`src/design/acs_pkg.sv`:
```
package acs_pkg;
  // ----------------------------------------------------------------
  // calibration types
  // ----------------------------------------------------------------
  typedef enum logic [1:0] {
    ACS_CAL_FULL = 2'b00,
    ACS_CAL_GAIN_OFS = 2'b01,
    ACS_CAL_OFS = 2'b10,
    ACS_CAL_GAIN = 2'b11
  } acs_cal_type;

  // phases of a calibration; the dac, gain and offset phases each drive one trim strobe
  typedef enum logic [2:0] {
    ACS_PH_IDLE = 3'b000,
    ACS_PH_DAC = 3'b001,
    ACS_PH_GAIN = 3'b010,
    ACS_PH_OFS = 3'b011,
    ACS_PH_DONE = 3'b100
  } acs_phase_type;

  // power management modes seen by the sequencer
  typedef enum logic [1:0] {
    ACS_PM_SLEEP_PIN = 2'b00,
    ACS_PM_NORMAL = 2'b01,
    ACS_PM_FULL_DOWN = 2'b10,
    ACS_PM_PARTIAL = 2'b11
  } acs_pm_type;

  // ----------------------------------------------------------------
  // timing, counted in master clock cycles
  // ----------------------------------------------------------------
  localparam int ACS_MCLK_KHZ = 4000;
  localparam real ACS_T_FULL_MS = 31.25;
  localparam real ACS_T_GO_MS = 6.94;
  localparam real ACS_T_SINGLE_MS = 3.47;
  localparam real ACS_T_CONV_US = 4.6;
  localparam int ACS_CYC_FULL = int'(ACS_T_FULL_MS * ACS_MCLK_KHZ);
  localparam int ACS_CYC_GO = int'(ACS_T_GO_MS * ACS_MCLK_KHZ);
  localparam int ACS_CYC_SINGLE = int'(ACS_T_SINGLE_MS * ACS_MCLK_KHZ);
  localparam int ACS_CYC_CONV = int'(ACS_T_CONV_US * ACS_MCLK_KHZ / 1000.0);
  // share of a full run spent trimming the capacitor dac
  localparam int ACS_CYC_DAC = ACS_CYC_FULL - ACS_CYC_GO;
  localparam int ACS_CNT_W = 20;
  localparam int ACS_PUP_W = 16;
  localparam logic [ACS_PUP_W-1:0] ACS_PUP_DEF = 16'h0014;
  localparam logic [1:0] ACS_RST_TYPE = 2'h0;
endpackage : acs_pkg

```
`src/design/acs_sequencer.sv`:
```
`timescale 1ns/10ps
// Operation
// RULE1 - calibration starts on low-then-high pulse of calPin or start_trim_bit write
// RULE2 - internal reset while calPin low; selected calibration starts after release
// RULE3 - busy rises at calPin rising edge or at end of control write
// RULE4 - busy stays high through every calibration type, drops when finished
// RULE5 - lengths 31.25 ms full, 6.94 ms gain+offset, 3.47 ms single at 4 MHz
// RULE6 - full calibration trims capacitor dac, then offset and gain; code trims dac, then gain, then offset
// RULE7 - gain plus offset corrects gain then offset, dac trim untouched
// RULE8 - offset-only trims offset, gain-only trims gain
// RULE9 - offset nulls midscale when bipolar, zero scale when unipolar; gain adjusts full scale
// RULE10 - power-on runs full self calibration once calPin rises
// RULE11 - host leaves converter alone until power-on calibration finishes
// RULE12 - host holds calPin low long enough to cover power-up time
// RULE13 - power-down-after-conversion mode powers up only for power-up plus conversion
// RULE14 - sleep pin ignored during power-on calibration
// RULE15 - calPin high at power-on skips automatic calibration
// RULE16 - lengths counted in master clock cycles so they scale with clock
// RULE17 - requests during busy are ignored
module acs_sequencer (
  // clock and reset
  input wire logic ref_clk,
  input wire logic rst_n,
  // master clock enable, one pulse per converter clock
  input wire logic mclkTick,
  // host controls
  input wire logic calPin_n,
  input wire logic ctrlWrite,
  input wire logic start_trim_bit,
  input wire acs_pkg::acs_cal_type calType,
  input wire logic bipolar,
  input wire acs_pkg::acs_pm_type pmMode,
  input wire logic sleepPin_n,
  input wire logic convStart,
  input wire logic [acs_pkg::ACS_PUP_W-1:0] powerUpCycles,
  // status and trim strobes
  output logic busy,
  output logic internalReset,
  output logic powerUp,
  output logic trimDac,
  output logic trimGain,
  output logic trimOffset,
  output logic offsetAtMidscale,
  output logic gainAtFullScale,
  output logic converting
);
  import acs_pkg::*;

  // ----------------------------------------------------------------
  // state
  // ----------------------------------------------------------------
  typedef struct packed {
    logic calPrev;
    logic firstCycle;
    logic powerOnCal;
    logic busy;
    logic internalReset;
    acs_phase_type phase;
    acs_cal_type active;
    logic powerUp;
    logic converting;
    logic [ACS_PUP_W-1:0] pupCount;
    logic waitConv;
    logic [ACS_CNT_W-1:0] convCount;
    logic bipolar;
    logic trimDac;
    logic trimGain;
    logic trimOffset;
    logic gainFullScale;
  } acs_seq_type;

  acs_seq_type st;
  acs_seq_type next_st;
  logic tmrLoad;
  logic [ACS_CNT_W-1:0] tmrValue;
  logic tmrExpired;

  function automatic logic [ACS_CNT_W-1:0] phaseLen(input acs_phase_type ph,
                                                    input acs_cal_type ty);
    logic [ACS_CNT_W-1:0] len;
    len = ACS_CNT_W'(ACS_CYC_SINGLE);
    if (ph == ACS_PH_DAC) begin
      len = ACS_CNT_W'(ACS_CYC_DAC);
    end else if (ty == ACS_CAL_FULL || ty == ACS_CAL_GAIN_OFS) begin
      // both halves of a dual trim share the gain+offset time
      len = ACS_CNT_W'(ACS_CYC_GO / 2);
      if (ph == ACS_PH_OFS) begin
        len = ACS_CNT_W'(ACS_CYC_GO - ACS_CYC_GO / 2);
      end
    end
    return len;
  endfunction : phaseLen

  function automatic acs_phase_type firstPhase(input acs_cal_type ty);
    acs_phase_type ph;
    ph = ACS_PH_GAIN;
    if (ty == ACS_CAL_FULL) begin
      ph = ACS_PH_DAC; // RULE6
    end else if (ty == ACS_CAL_OFS) begin
      ph = ACS_PH_OFS; // RULE8
    end
    return ph;
  endfunction : firstPhase

  // ----------------------------------------------------------------
  // next state
  // ----------------------------------------------------------------
  always_comb begin
    next_st = st;
    tmrLoad = 1'b0;
    tmrValue = '0;
    next_st.calPrev = calPin_n;
    next_st.firstCycle = 1'b0;
    // a high pin at the first sampled edge means no power-on calibration
    if (st.firstCycle && !calPin_n) begin
      next_st.powerOnCal = 1'b1; // RULE15
    end
    if (!calPin_n) begin
      // pin low holds the core in reset and aborts any run
      next_st.internalReset = 1'b1; // RULE2
      next_st.busy = 1'b0;
      next_st.phase = ACS_PH_IDLE;
    end else begin
      next_st.internalReset = 1'b0;
      if (!st.calPrev && !st.busy) begin
        next_st.busy = 1'b1; // RULE1 RULE3
        next_st.active = st.powerOnCal ? ACS_CAL_FULL : calType; // RULE10
        // forced full type is spent once; an aborted run must not force the next one
        next_st.powerOnCal = 1'b0;
        next_st.bipolar = bipolar;
        next_st.phase = firstPhase(next_st.active);
        tmrLoad = 1'b1;
        tmrValue = phaseLen(next_st.phase, next_st.active); // RULE5 RULE16
      end else if (ctrlWrite && start_trim_bit && !st.busy) begin
        next_st.busy = 1'b1; // RULE1 RULE3 RULE17
        next_st.active = calType;
        next_st.bipolar = bipolar;
        next_st.phase = firstPhase(calType);
        tmrLoad = 1'b1;
        tmrValue = phaseLen(next_st.phase, calType);
      end else if (st.busy && tmrExpired) begin
        case (st.phase)
          ACS_PH_DAC: begin
            next_st.phase = ACS_PH_GAIN; // RULE6
          end
          ACS_PH_GAIN: begin
            next_st.phase = (st.active == ACS_CAL_GAIN) ? ACS_PH_DONE : ACS_PH_OFS; // RULE7
          end
          default: begin
            next_st.phase = ACS_PH_DONE;
          end
        endcase
        if (next_st.phase == ACS_PH_DONE) begin
          next_st.busy = 1'b0; // RULE4
          next_st.phase = ACS_PH_IDLE;
          next_st.powerOnCal = 1'b0;
        end else begin
          tmrLoad = 1'b1;
          tmrValue = phaseLen(next_st.phase, st.active);
        end
      end
    end
    // power management; calibration always keeps the core powered
    if (st.busy || st.powerOnCal) begin
      next_st.powerUp = 1'b1; // RULE14
    end else begin
      case (pmMode)
        ACS_PM_NORMAL: begin
          next_st.powerUp = 1'b1;
        end
        ACS_PM_SLEEP_PIN: begin
          next_st.powerUp = sleepPin_n || st.waitConv || st.converting; // RULE13
        end
        ACS_PM_PARTIAL: begin
          next_st.powerUp = st.waitConv || st.converting;
        end
        default: begin
          next_st.powerUp = 1'b0;
        end
      endcase
    end
    // conversion: power-up interval, then fixed conversion length
    if (convStart && !st.waitConv && !st.converting && !st.busy) begin
      next_st.waitConv = 1'b1;
      next_st.pupCount = powerUpCycles;
    end else if (st.waitConv && mclkTick) begin
      if (st.pupCount == '0) begin
        next_st.waitConv = 1'b0;
        next_st.converting = 1'b1;
        next_st.convCount = ACS_CNT_W'(ACS_CYC_CONV); // RULE13
      end else begin
        next_st.pupCount = st.pupCount - 1'b1;
      end
    end else if (st.converting && mclkTick) begin
      if (st.convCount <= {{(ACS_CNT_W-1){1'b0}}, 1'b1}) begin
        next_st.converting = 1'b0;
      end else begin
        next_st.convCount = st.convCount - 1'b1;
      end
    end
    if (!calPin_n) begin
      next_st.waitConv = 1'b0;
      next_st.converting = 1'b0;
    end
    // strobes decoded from the next state so each output leaves a flip-flop
    next_st.trimDac = next_st.busy && next_st.phase == ACS_PH_DAC; // RULE6
    next_st.trimGain = next_st.busy && next_st.phase == ACS_PH_GAIN; // RULE8
    next_st.trimOffset = next_st.busy && next_st.phase == ACS_PH_OFS; // RULE8
    next_st.gainFullScale = 1'b1; // RULE9
  end

  // ----------------------------------------------------------------
  // registers and timer
  // ----------------------------------------------------------------
  always_ff @(posedge ref_clk) begin
    if (!rst_n) begin
      st <= '0;
      st.calPrev <= 1'b1;
      st.firstCycle <= 1'b1;
      st.active <= acs_cal_type'(ACS_RST_TYPE);
      st.gainFullScale <= 1'b1;
    end else begin
      st <= next_st;
    end
  end

  acs_phase_timer u_timer (
    .ref_clk(ref_clk),
    .rst_n(rst_n),
    .load(tmrLoad),
    .loadValue(tmrValue),
    .tick(mclkTick),
    .expired(tmrExpired)
  );

  // ----------------------------------------------------------------
  // outputs
  // ----------------------------------------------------------------
  assign busy = st.busy;
  assign internalReset = st.internalReset;
  assign powerUp = st.powerUp;
  assign converting = st.converting;
  assign trimDac = st.trimDac; // RULE6
  assign trimGain = st.trimGain; // RULE8
  assign trimOffset = st.trimOffset; // RULE8
  assign offsetAtMidscale = st.bipolar; // RULE9
  assign gainAtFullScale = st.gainFullScale; // RULE9

  // ----------------------------------------------------------------
  // checks
  // ----------------------------------------------------------------
  property p_pin_start;
    @(posedge ref_clk) disable iff (!rst_n)
    (!st.calPrev && calPin_n && !st.busy) |=> busy;
  endproperty
  a_pin_start: assert property (p_pin_start) else $error("busy missed pin release"); // RULE3

  property p_sw_start;
    @(posedge ref_clk) disable iff (!rst_n)
    (calPin_n && st.calPrev && ctrlWrite && start_trim_bit && !busy) |=> busy;
  endproperty
  a_sw_start: assert property (p_sw_start) else $error("busy missed write"); // RULE1

  property p_reset_low;
    @(posedge ref_clk) disable iff (!rst_n)
    !calPin_n |=> internalReset && !busy;
  endproperty
  a_reset_low: assert property (p_reset_low) else $error("no reset while pin low"); // RULE2

  property p_dac_then_gain;
    @(posedge ref_clk) disable iff (!rst_n)
    (trimDac && tmrExpired && calPin_n) |=> trimGain;
  endproperty
  a_dac_then_gain: assert property (p_dac_then_gain) else $error("dac not followed by gain"); // RULE6

  property p_go_no_dac;
    @(posedge ref_clk) disable iff (!rst_n)
    (busy && st.active != ACS_CAL_FULL) |-> !trimDac;
  endproperty
  a_go_no_dac: assert property (p_go_no_dac) else $error("dac trimmed in partial cal"); // RULE7

  property p_single;
    @(posedge ref_clk) disable iff (!rst_n)
    (busy && st.active == ACS_CAL_OFS) |-> !trimGain;
  endproperty
  a_single: assert property (p_single) else $error("gain trimmed in offset cal"); // RULE8

  property p_busy_ignore;
    @(posedge ref_clk) disable iff (!rst_n)
    (busy && calPin_n && !tmrExpired) |=> busy && $stable(st.active);
  endproperty
  a_busy_ignore: assert property (p_busy_ignore) else $error("request taken while busy"); // RULE17

  property p_powered;
    @(posedge ref_clk) disable iff (!rst_n)
    busy |=> powerUp;
  endproperty
  a_powered: assert property (p_powered) else $error("powered down during cal"); // RULE14

  property p_poweron_full;
    @(posedge ref_clk) disable iff (!rst_n)
    (st.powerOnCal && !st.calPrev && calPin_n && !busy) |=> trimDac;
  endproperty
  a_poweron_full: assert property (p_poweron_full) else $error("power-on run not full"); // RULE10

  property p_no_auto;
    @(posedge ref_clk) disable iff (!rst_n)
    (st.firstCycle && calPin_n) |=> !st.powerOnCal;
  endproperty
  a_no_auto: assert property (p_no_auto) else $error("auto cal armed with pin high"); // RULE15
endmodule : acs_sequencer

```
`src/design/acs_phase_timer.sv`:
```
`timescale 1ns/10ps
// ------------------------------------------------------------------
// down counter paced by the master clock enable
// ------------------------------------------------------------------
module acs_phase_timer (
  // clock and reset
  input wire logic ref_clk,
  input wire logic rst_n,
  // control
  input wire logic load,
  input wire logic [acs_pkg::ACS_CNT_W-1:0] loadValue,
  input wire logic tick,
  // status
  output logic expired
);
  import acs_pkg::*;

  typedef struct packed {
    logic [ACS_CNT_W-1:0] count;
    logic expired;
  } acs_tmr_type;

  acs_tmr_type st;
  acs_tmr_type next_st;

  always_comb begin
    next_st = st;
    next_st.expired = 1'b0;
    if (load) begin
      next_st.count = loadValue;
    end else if (tick && st.count != '0) begin
      next_st.count = st.count - 1'b1;
      next_st.expired = (st.count == {{(ACS_CNT_W-1){1'b0}}, 1'b1});
    end
  end

  always_ff @(posedge ref_clk) begin
    if (!rst_n) begin
      st <= '0;
    end else begin
      st <= next_st;
    end
  end

  assign expired = st.expired;
endmodule : acs_phase_timer

```
`config.mk`:
```
export PLATFORM = sky130hd
export DESIGN_NAME = acs_sequencer
export DESIGN_NICKNAME = d
export VERILOG_FILES = /design/src/design/acs_pkg.sv /design/src/design/acs_sequencer.sv /design/src/design/acs_phase_timer.sv
export SDC_FILE = /design/constraint.sdc
export NUM_CORES = 1
export LEC_CHECK = 0
export ABC_AREA = 1
export ABC_CLOCK_PERIOD_IN_PS = 3700
export BUFFER_PORTS_ARGS = -buffer_cell sky130_fd_sc_hd__buf_2
export CORE_AREA = 2 2 88 90
export DETAILED_ROUTE_END_ITERATION = 12
export DIE_AREA = 0 0 90 92
export PLACE_DENSITY = 0.83
export SETUP_SLACK_MARGIN = 0.02
export SYNTH_ARGS = -nofsm -noshare
export SYNTH_HDL_FRONTEND = slang
export SYNTH_SLANG_ARGS = --single-unit
```
`constraint.sdc`:
```
create_clock -name ref_clk -period 3.7 [get_ports ref_clk]
set_input_delay 0.37 -clock ref_clk [delete_from_list [all_inputs] [get_ports ref_clk]]
set_output_delay 0.37 -clock ref_clk [all_outputs]
set_load 0.03 [all_outputs]
```
Word-level counts from Yosys, hierarchy flattened
Cells that the tools add are included.
- bits in registers: 75
- output and inout port bits: 9
- word-level logic and storage cells: 151
- reductions and logical operators: 41
- $add $sub $neg: 3
- muxes and demuxes: 66
- bitwise operators: 3
- equality and inequality tests: 18
- $lt $le $gt $ge: 1
- operators by type and width (kind ; number):
    2-to-1 mux 20 bit ; 8
    2-to-1 mux 17 bit ; 7
    2-to-1 mux 53 bit ; 1
    2-to-1 mux 21 bit ; 2
    subtractor 20 x 1 -> 20 bit (second input constant) ; 2
    2-to-1 mux 3 bit ; 13
    2-to-1 mux 1 bit ; 22
    equality test 20 x 1 -> 1 bit (second input constant) ; 1
    less-or-equal comparator 20 x 1 -> 1 bit (second input constant) ; 1
    nonzero test 20 bit ; 1
    zero test 16 bit ; 1
    2-to-1 mux 16 bit ; 1
    2-to-1 mux 2 bit ; 8
    subtractor 16 x 1 -> 16 bit (second input constant) ; 1
    equality test 3 x 1 -> 1 bit (second input constant) ; 5
    logical AND 1 bit ; 14
    nonzero test 2 bit ; 6
    2-to-1 mux 5 bit ; 2
    equality test 3 x 2 -> 1 bit (second input constant) ; 3
    equality test 2 bit (second input constant) ; 4
    AND reduction 2 bit ; 4
    AND reduction 4 bit ; 2
    zero test 2 bit ; 3
    one-hot mux 3 bit (2 select lines) ; 1
    other kinds (9) ; 19

Longest topological paths before layout
Gate-level depths: netlist of the first run.
- depth after elaboration: 16
- depth in mapped cells: 12

By module
A second synthesis of the first run with hierarchy kept.
- cell total of the unflattened synthesis: 790
- area total of the unflattened synthesis: 4805.9 um^2
- modules (own cells, without submodules) (module ; cells each ; area each (um^2) ; times used):
    acs_sequencer ; 526 ; 3230.6 ; 1
    acs_phase_timer ; 264 ; 1575.3 ; 1

Worst setup path after synthesis of the first run
No wires, ideal clock.
- path type: register to register
- start: register st[5] in the netlist's numbering
- end: register st[22] in the netlist's numbering
- path slack: 1.998 ns
- arrival: 1.575 ns
- buffers on the path: 2
- stages on the path, launching flop included: 13
- setup time: 0.127 ns
- data required time: 3.573 ns
- path through: dfxtp_1 inv_1 ha_1 clkbuf_2 nand2_1 nand2_1 nand3_1 nor2_1 nor2_2 buf_6 nor2_1 nor2_1 nor2_1
- longest elaborated chain between the ends: 4
- elaborated cells on any way between the ends: 7
- classes of those cells: add/sub: 1; order compare: 1; eq/ne: 1; mux: 3; reduce/logical: 1
- ends and longest elaborated chain (element ; RTL line ; source):
    from (decl) ; acs_sequencer.sv:72 ; acs_seq_type st;
    from (signal assigned) ; acs_sequencer.sv:223 ; st <= next_st;
    subtractor 20 x 1 -> 20 bit ; acs_sequencer.sv:198 ; next_st.convCount = st.convCount - 1'b1;
    2-to-1 mux 20 bit ; acs_sequencer.sv:195 ; if (st.convCount <= {{(ACS_CNT_W-1){1'b0}}, 1'b1}) begin
    2-to-1 mux 20 bit ; acs_sequencer.sv:194 ; end else if (st.converting && mclkTick) begin
    2-to-1 mux 20 bit ; acs_sequencer.sv:186 ; end else if (st.waitConv && mclkTick) begin
Several ways; a longest one is shown, not always the timed one. The select of a mux whose other input is x is not followed.
A chain may end at the register's enable or synchronous reset.

Worst setup path after layout of the first run
- start: register st[25] in the netlist's numbering
- end: register st[34] in the netlist's numbering
- longest elaborated chain between the ends: 6
- elaborated cells on any way between the ends: 9
- classes of those cells: eq/ne: 1; mux: 1; reduce/logical: 7
- ends and longest elaborated chain (element ; RTL line ; source):
    zero test 1 bit ; acs_sequencer.sv:183 ; if (convStart && !st.waitConv && !st.converting && !st.busy) begin
    logical AND 1 bit (3 in a row) ; acs_sequencer.sv:183 ;
    != test 2 bit (no line) / nonzero test 2 bit (equally long branches) ; - ;
    AND reduction 2 bit (no line) ; - ;
Several ways; a longest one is shown, not always the timed one.

==> results of run 1 <==
-- per-layer routing --
metal  vias up  share of wire  routed length, um  track usage
met4         0          0.018                194        0.103
met5         -              0                  0            0
met2       149           0.46               4960        0.430
met1      2153           0.47               5150        0.376
li1       2477              -                  -            -
met3        23          0.052                565       0.0411
-- synthesized netlist by cell type, types with 7 or more instances --
cell type and count:
nand2_1 225, nor2_1 162, inv_1 78, dfxtp_1 74, nand3_1 59, a21oi_1 42, o21ai_0 25, xor2_1 13
nand4_1 12, clkbuf_1 9, ha_1 9, a31oi_1 7
-- path summary, 6_finish.rpt --
| check | from | end |
|---|---|---|
| max | st[25] | st[34] |
| min | bipolar | offsetAtMidscale |
| max reg2reg | st[25] | st[34] |
| min reg2reg | st[52] | st[51] |
-- where the power goes --
part,switching (mW),internal [mW],total [mW]
combinational,0.596,0.324,0.920
clock,0.328,0.248,0.576
sequential,0.0834,0.869,0.952
-- critical path, cell delays in order (launching register included) --
cell	delay, ps
dfxtp_1	340
nor2_1	270
nand3_2	510
nand2_2	430
inv_1	340
nor2_1	200
nand2_1	80
a21oi_1	120
-- area by class of cell --
| type | instances | area (um2) | area share |
|---|---|---|---|
| multi-input cells | 594 | 2700 | 0.544 |
| flip-flops and latches | 74 | 1480 | 0.298 |
| inverters | 79 | 297 | 0.0596 |
| repair buffers | 37 | 188 | 0.0377 |
| well taps | 102 | 128 | 0.0257 |
| clock buffers | 9 | 124 | 0.0249 |
| clock inverters | 7 | 52.6 | 0.0106 |
-- metrics by stage --
stage / area, um2 / instances / worst slack (ps) / power (mW) / hold WS (ps)
final: 4970 / 902 / 1330 / 2.45 / 266
after global routing: 4970 / 902 / 991 / 2.65 / 246
after CTS: 4970 / 902 / 1340 / 2.44 / 255
after detailed placement: 4800 / 886 / 1380 / 1.87 / 431
after global placement: 4800 / 886 / 1420 / 1.84 / 429
after floorplan: 4610 / 770 / 2000 / 1.70 / 417
-- logic make-up after synthesis --
| family | count (synthesis) |
|---|---|
| DFF | 74 |
| buffers and inverters | 102 |
| and+or+nand+nor | 483 |
| xor gates and xnor gates | 19 |
| other | 1 |
| adders and majority gates | 9 |
| AOI/OAI and AO/OA | 82 |
==> impl_metrics.ini, run 1 <==
[clocking]
clock_latency_ps = 340
tritoncts = done
cts_buffers = 9
clk_pin_slew_ps = 80
clk_path_buf_depth = 2
cts.hold.buffers_added = 0
cts_setup_buffers = 0
clock_sinks = 74
htree_levels = 3
ctsResizeCount = 0
cts_root_buf = clkbuf_8

[detailed_routing]
ant_nets = 0
vias_per_cell = 5.32
routed-via-count = 4802
dr.pass1.iters = 8
drt_iter0_drc = 317
drc = 0
wl_per_cell_um = 12.0
routed_wl_um = 10900

[global_routing]
antenna_found_initial = 0
grt_use_total = 0.272
grt_pass1_vias = 4315
grt_overflow = 0
grt_pass1_wl_um = 19000
grt_max_degree = 31

[finish]
diodes = 0
layout_commonest_cell = nand2_1
final_core_util = 0.668
nets = 833
largest-register = st
largest_reg_flops = 45
fillerInstances = 688
layout_common_cells = nand2_1, nor2_1, inv_1
syn2layout_area_growth_pct = 7.87
drive_gt1_frac = 0.0863
top_regs = st: 45 flops, u_timer.st: 20 flops

[worst_setup_path]
worstSetupPathType = flop to flop
end_kind = flop
critical_path_arrival_ps = 2640
cp-start-kind = flop
ff2ff_setup_slack_ps = 1330
reg2reg_depth = 7
cp_max_fo = 27
required_ps = 3970

[yosys]
yosysTopAreaCellShare = 0.321
yosys.area.top_type = dfxtp_1
synth-seq-cells = 74
synth_top_family_by_area = simple AND/OR/NAND/NOR gates
synth_compound_area_frac = 0.0958
synth.avg_cell_area_um2 = 5.99
muxShareOfSynthArea = 0
synth_seq_area_share = 0.321
synth-adder-area-share = 0.0244
synth_cells = 770
yosys.area_share.simple = 0.429
synth_top_flop_cell = dfxtp_1
synth_edf_count = 0
yosysUniqueCellTypes = 31
yosysWarnings = 0
syn_area_um2 = 4610
ys_top_cells_by_area = dfxtp_1, nand2_1, nor2_1
synth_xor_area_frac = 0.0361
synthArstFlopShare = 0
synth_fp_nets = 808

[timing]
clock.fmax_mhz = 423
rsz0062_at_grt = false
clock_skew_ps = 10.7
fin_crit_ps = 2370
fin_crit_sh = 0.639
fin_tns_setup_ps = 0
drv_slew = 0
setup_viol = 0
slew_headroom = 0.330
worst_pin_slew_ps = 1010
hold_violations = 0

[floorplanning]
die_area_um2 = 8280
die_x_um = 90
rows = 32
num_io_pins = 38
start_util = 0.619
die_h_um = 92
core_area_um2 = 7450

[placement]
numPortBuffers = 36
place.gp.congestion = 0.944
dp_hpwl_um = 7720

[pwr]
power_density_nw_per_um2 = 492
peakVddDrop_v = 0.000259
p_leak_nw = 2.50

[status]
status = complete, no violations

[min_path]
holdPathStages = 3
min_path_type = primary input to flop

[flow_run]
cap_violations = 0
Power figures use the tool's default switching activity.
==> run 2, diff against run 1 <==
--- a/config.mk
+++ b/config.mk
@@ -6,12 +6,12 @@
 export NUM_CORES = 1
 export LEC_CHECK = 0
 export ABC_AREA = 1
-export ABC_CLOCK_PERIOD_IN_PS = 3700
+export ABC_CLOCK_PERIOD_IN_PS = 2200
 export BUFFER_PORTS_ARGS = -buffer_cell sky130_fd_sc_hd__buf_2
-export CORE_AREA = 2 2 88 90
+export CORE_AREA = 2 2 91 93
 export DETAILED_ROUTE_END_ITERATION = 12
-export DIE_AREA = 0 0 90 92
-export PLACE_DENSITY = 0.83
+export DIE_AREA = 0 0 93 95
+export PLACE_DENSITY = 0.79
 export SETUP_SLACK_MARGIN = 0.02
 export SYNTH_ARGS = -nofsm -noshare
 export SYNTH_HDL_FRONTEND = slang
==> constraint.sdc (replaced) <==
create_clock -name ref_clk -period 2.2 [get_ports ref_clk]
set_input_delay 0.22 -clock ref_clk [delete_from_list [all_inputs] [get_ports ref_clk]]
set_output_delay 0.22 -clock ref_clk [all_outputs]
set_load 0.03 [all_outputs]
==> run 2 against run 1 <==
Clock skew is 1.7 ps lower. Sequential power rose by 68%. Sequential share of layout area fell by 0.62 points. Clock power increased by 96%. Maximum frequency is 23% higher. Global-route usage down 1.0 points. First-iteration DRC count fell by 23%. Count of clock-buffer cells in the layout is the same. Register-to-register slack worse by 1100 ps.
==> impl_metrics.ini, run 2 (synthesis gave the netlist of run 1 again) <==
[worst_setup_path]
required_ps = 2440
crit_buf_inv = 2
critical_path_arrival_ps = 2160
critical-path-top-delay-family = simple AND/OR/NAND/NOR gates
cp-startpoint = st[5]
cp_max_fo = 20
r2r_start = st[5]
cp-start-kind = flop
slowest_stage = dfxtp_1
crit_path_cell_trace = inv_1, ha_1, nand2_1, nand2_1, nand3_1, nor2_1, nor2_2, buf_4, nor2_1, nor2_1, nor2_1
end_kind = flop
critPathMaxStageDelay_ps = 400
worstSetupPathType = flop to flop
crit_top_cell = nor2_1

[floorplanning]
rows = 33
start_util = 0.581
core_area_um2 = 7930
die_area_um2 = 8840
die_x_um = 93
die_h_um = 95
num_io_pins = 38

[global_routing]
grt_overflow = 0
grt_use_total = 0.262
top_usage_layer = met2
grt_pass1_vias = 4404
antenna_found_initial = 0
grt_util_met2 = 0.446
met3_usage = 0.0319
met1_usage = 0.335
grt_pass1_wl_um = 18900
grt_max_degree = 37

[timing]
hold_violations = 0
fin_crit_ps = 1930
fin_crit_sh = 0.876
clock_skew_ps = 9.00
rsz0062_at_grt = false
whs_ps = 86.6
fin_tns_setup_ps = 0
worst_slack_ps = 273
clock.fmax_mhz = 519
setup_viol = 0
drv_slew = 0

[finish]
multi_input_area_um2 = 2700
drive_gt1_frac = 0.0977
syn2layout_area_growth_pct = 10.2
layout_commonest_cell = nand2_1
largest-register = st
fillerInstances = 729
diodes = 0
final_core_util = 0.641
nets = 842
largest_reg_flops = 45
layout_common_cells = nand2_1, nor2_1, inv_1
seq_area_um2 = 1480
top_regs = st: 45 flops, u_timer.st: 20 flops

[min_path]
hp-start = bipolar
min_path_type = primary input to flop

[pwr]
power_density_nw_per_um2 = 844
peakVddDrop_v = 0.000370
p_leak_nw = 2.55

[clocking]
cts_setup_buffers = 0
cts_root_buf = clkbuf_8
tritoncts = done
clk_pin_slew_ps = 90
clk_path_buf_depth = 2
clock_latency_ps = 360
cts_buffers = 9
clock_sinks = 74
htree_levels = 3

[detailed_routing]
routed-via-count = 4773
dr.pass1.iters = 5
drc = 0
wl_per_cell_um = 11.9
ant_nets = 0
vias_per_cell = 5.22
drt_iter0_drc = 244
routed_wl_um = 10800

[placement]
place.gp.congestion = 0.922
numPortBuffers = 36
dp_hpwl_um = 7890
dp_slack_ps = 252

[status]
status = complete, no violations

[flow_run]
cap_violations = 0
==> run 2: cell types whose count changed in the layout (fill, tap and decap cells not counted), sizes merged <==
cell and delta:
inv +1, clkinvlp +1, bufinv +1, buf +9
clkinv -3
==> run 2: power breakdown <==
part,switching (mW),internal (mW)
combinational,0.998,0.561
sequential,0.138,1.46
clock,0.583,0.546
total,1.72,2.57
==> run 2: area by class of cell <==
cell class,count,share of cell area
tap,105,0.0259
clock inverter,7,0.0165
inverter,79,0.0591
timing repair buffer,46,0.0503
sequential,74,0.292
clock buffer,9,0.0244
multi-input combinational,594,0.532
==> run 2: worst reg2reg max path, cell delays in order (launching register included) <==
cell and delay, ps:
dfxtp_1 400, inv_1 130, ha_1 300, nand2_1 190, nand2_1 100, nand3_1 110
nor2_1 50, nor2_2 90, buf_4 240, nor2_1 70, nor2_1 100, nor2_1 40
==> run 2: path summary, 6_finish.rpt <==
path                 endpoint  slack, ps  cells after the start
max                    st[24]        270                     11
min          offsetAtMidscale         90                      3
max reg2reg            st[24]        270                     11
min reg2reg            st[51]        450                      2
==> run 2: timing repair <==
item	CTS	global route
setup endpoints to repair	0	1
gates resized for setup	0	1
hold buffers	0	0
==> run 2: metal layers <==
| layer | part of all wire | routed length, um |
|---|---|---|
| met1 | 0.48 | 5240 |
| met2 | 0.46 | 5040 |
| met3 | 0.037 | 397 |
| met4 | 0.015 | 164 |
| met5 | 0 | 0 |
==> run 2: through the flow <==
stage / instances / total power, mW / cell area [um2]
CTS: 914 / 4.29 / 5070
finish: 914 / 4.29 / 5080
global placement: 898 / 3.11 / 4870
detailed placement: 898 / 3.16 / 4870
global route: 914 / 4.64 / 5080
floorplan: 770 / 2.85 / 4610
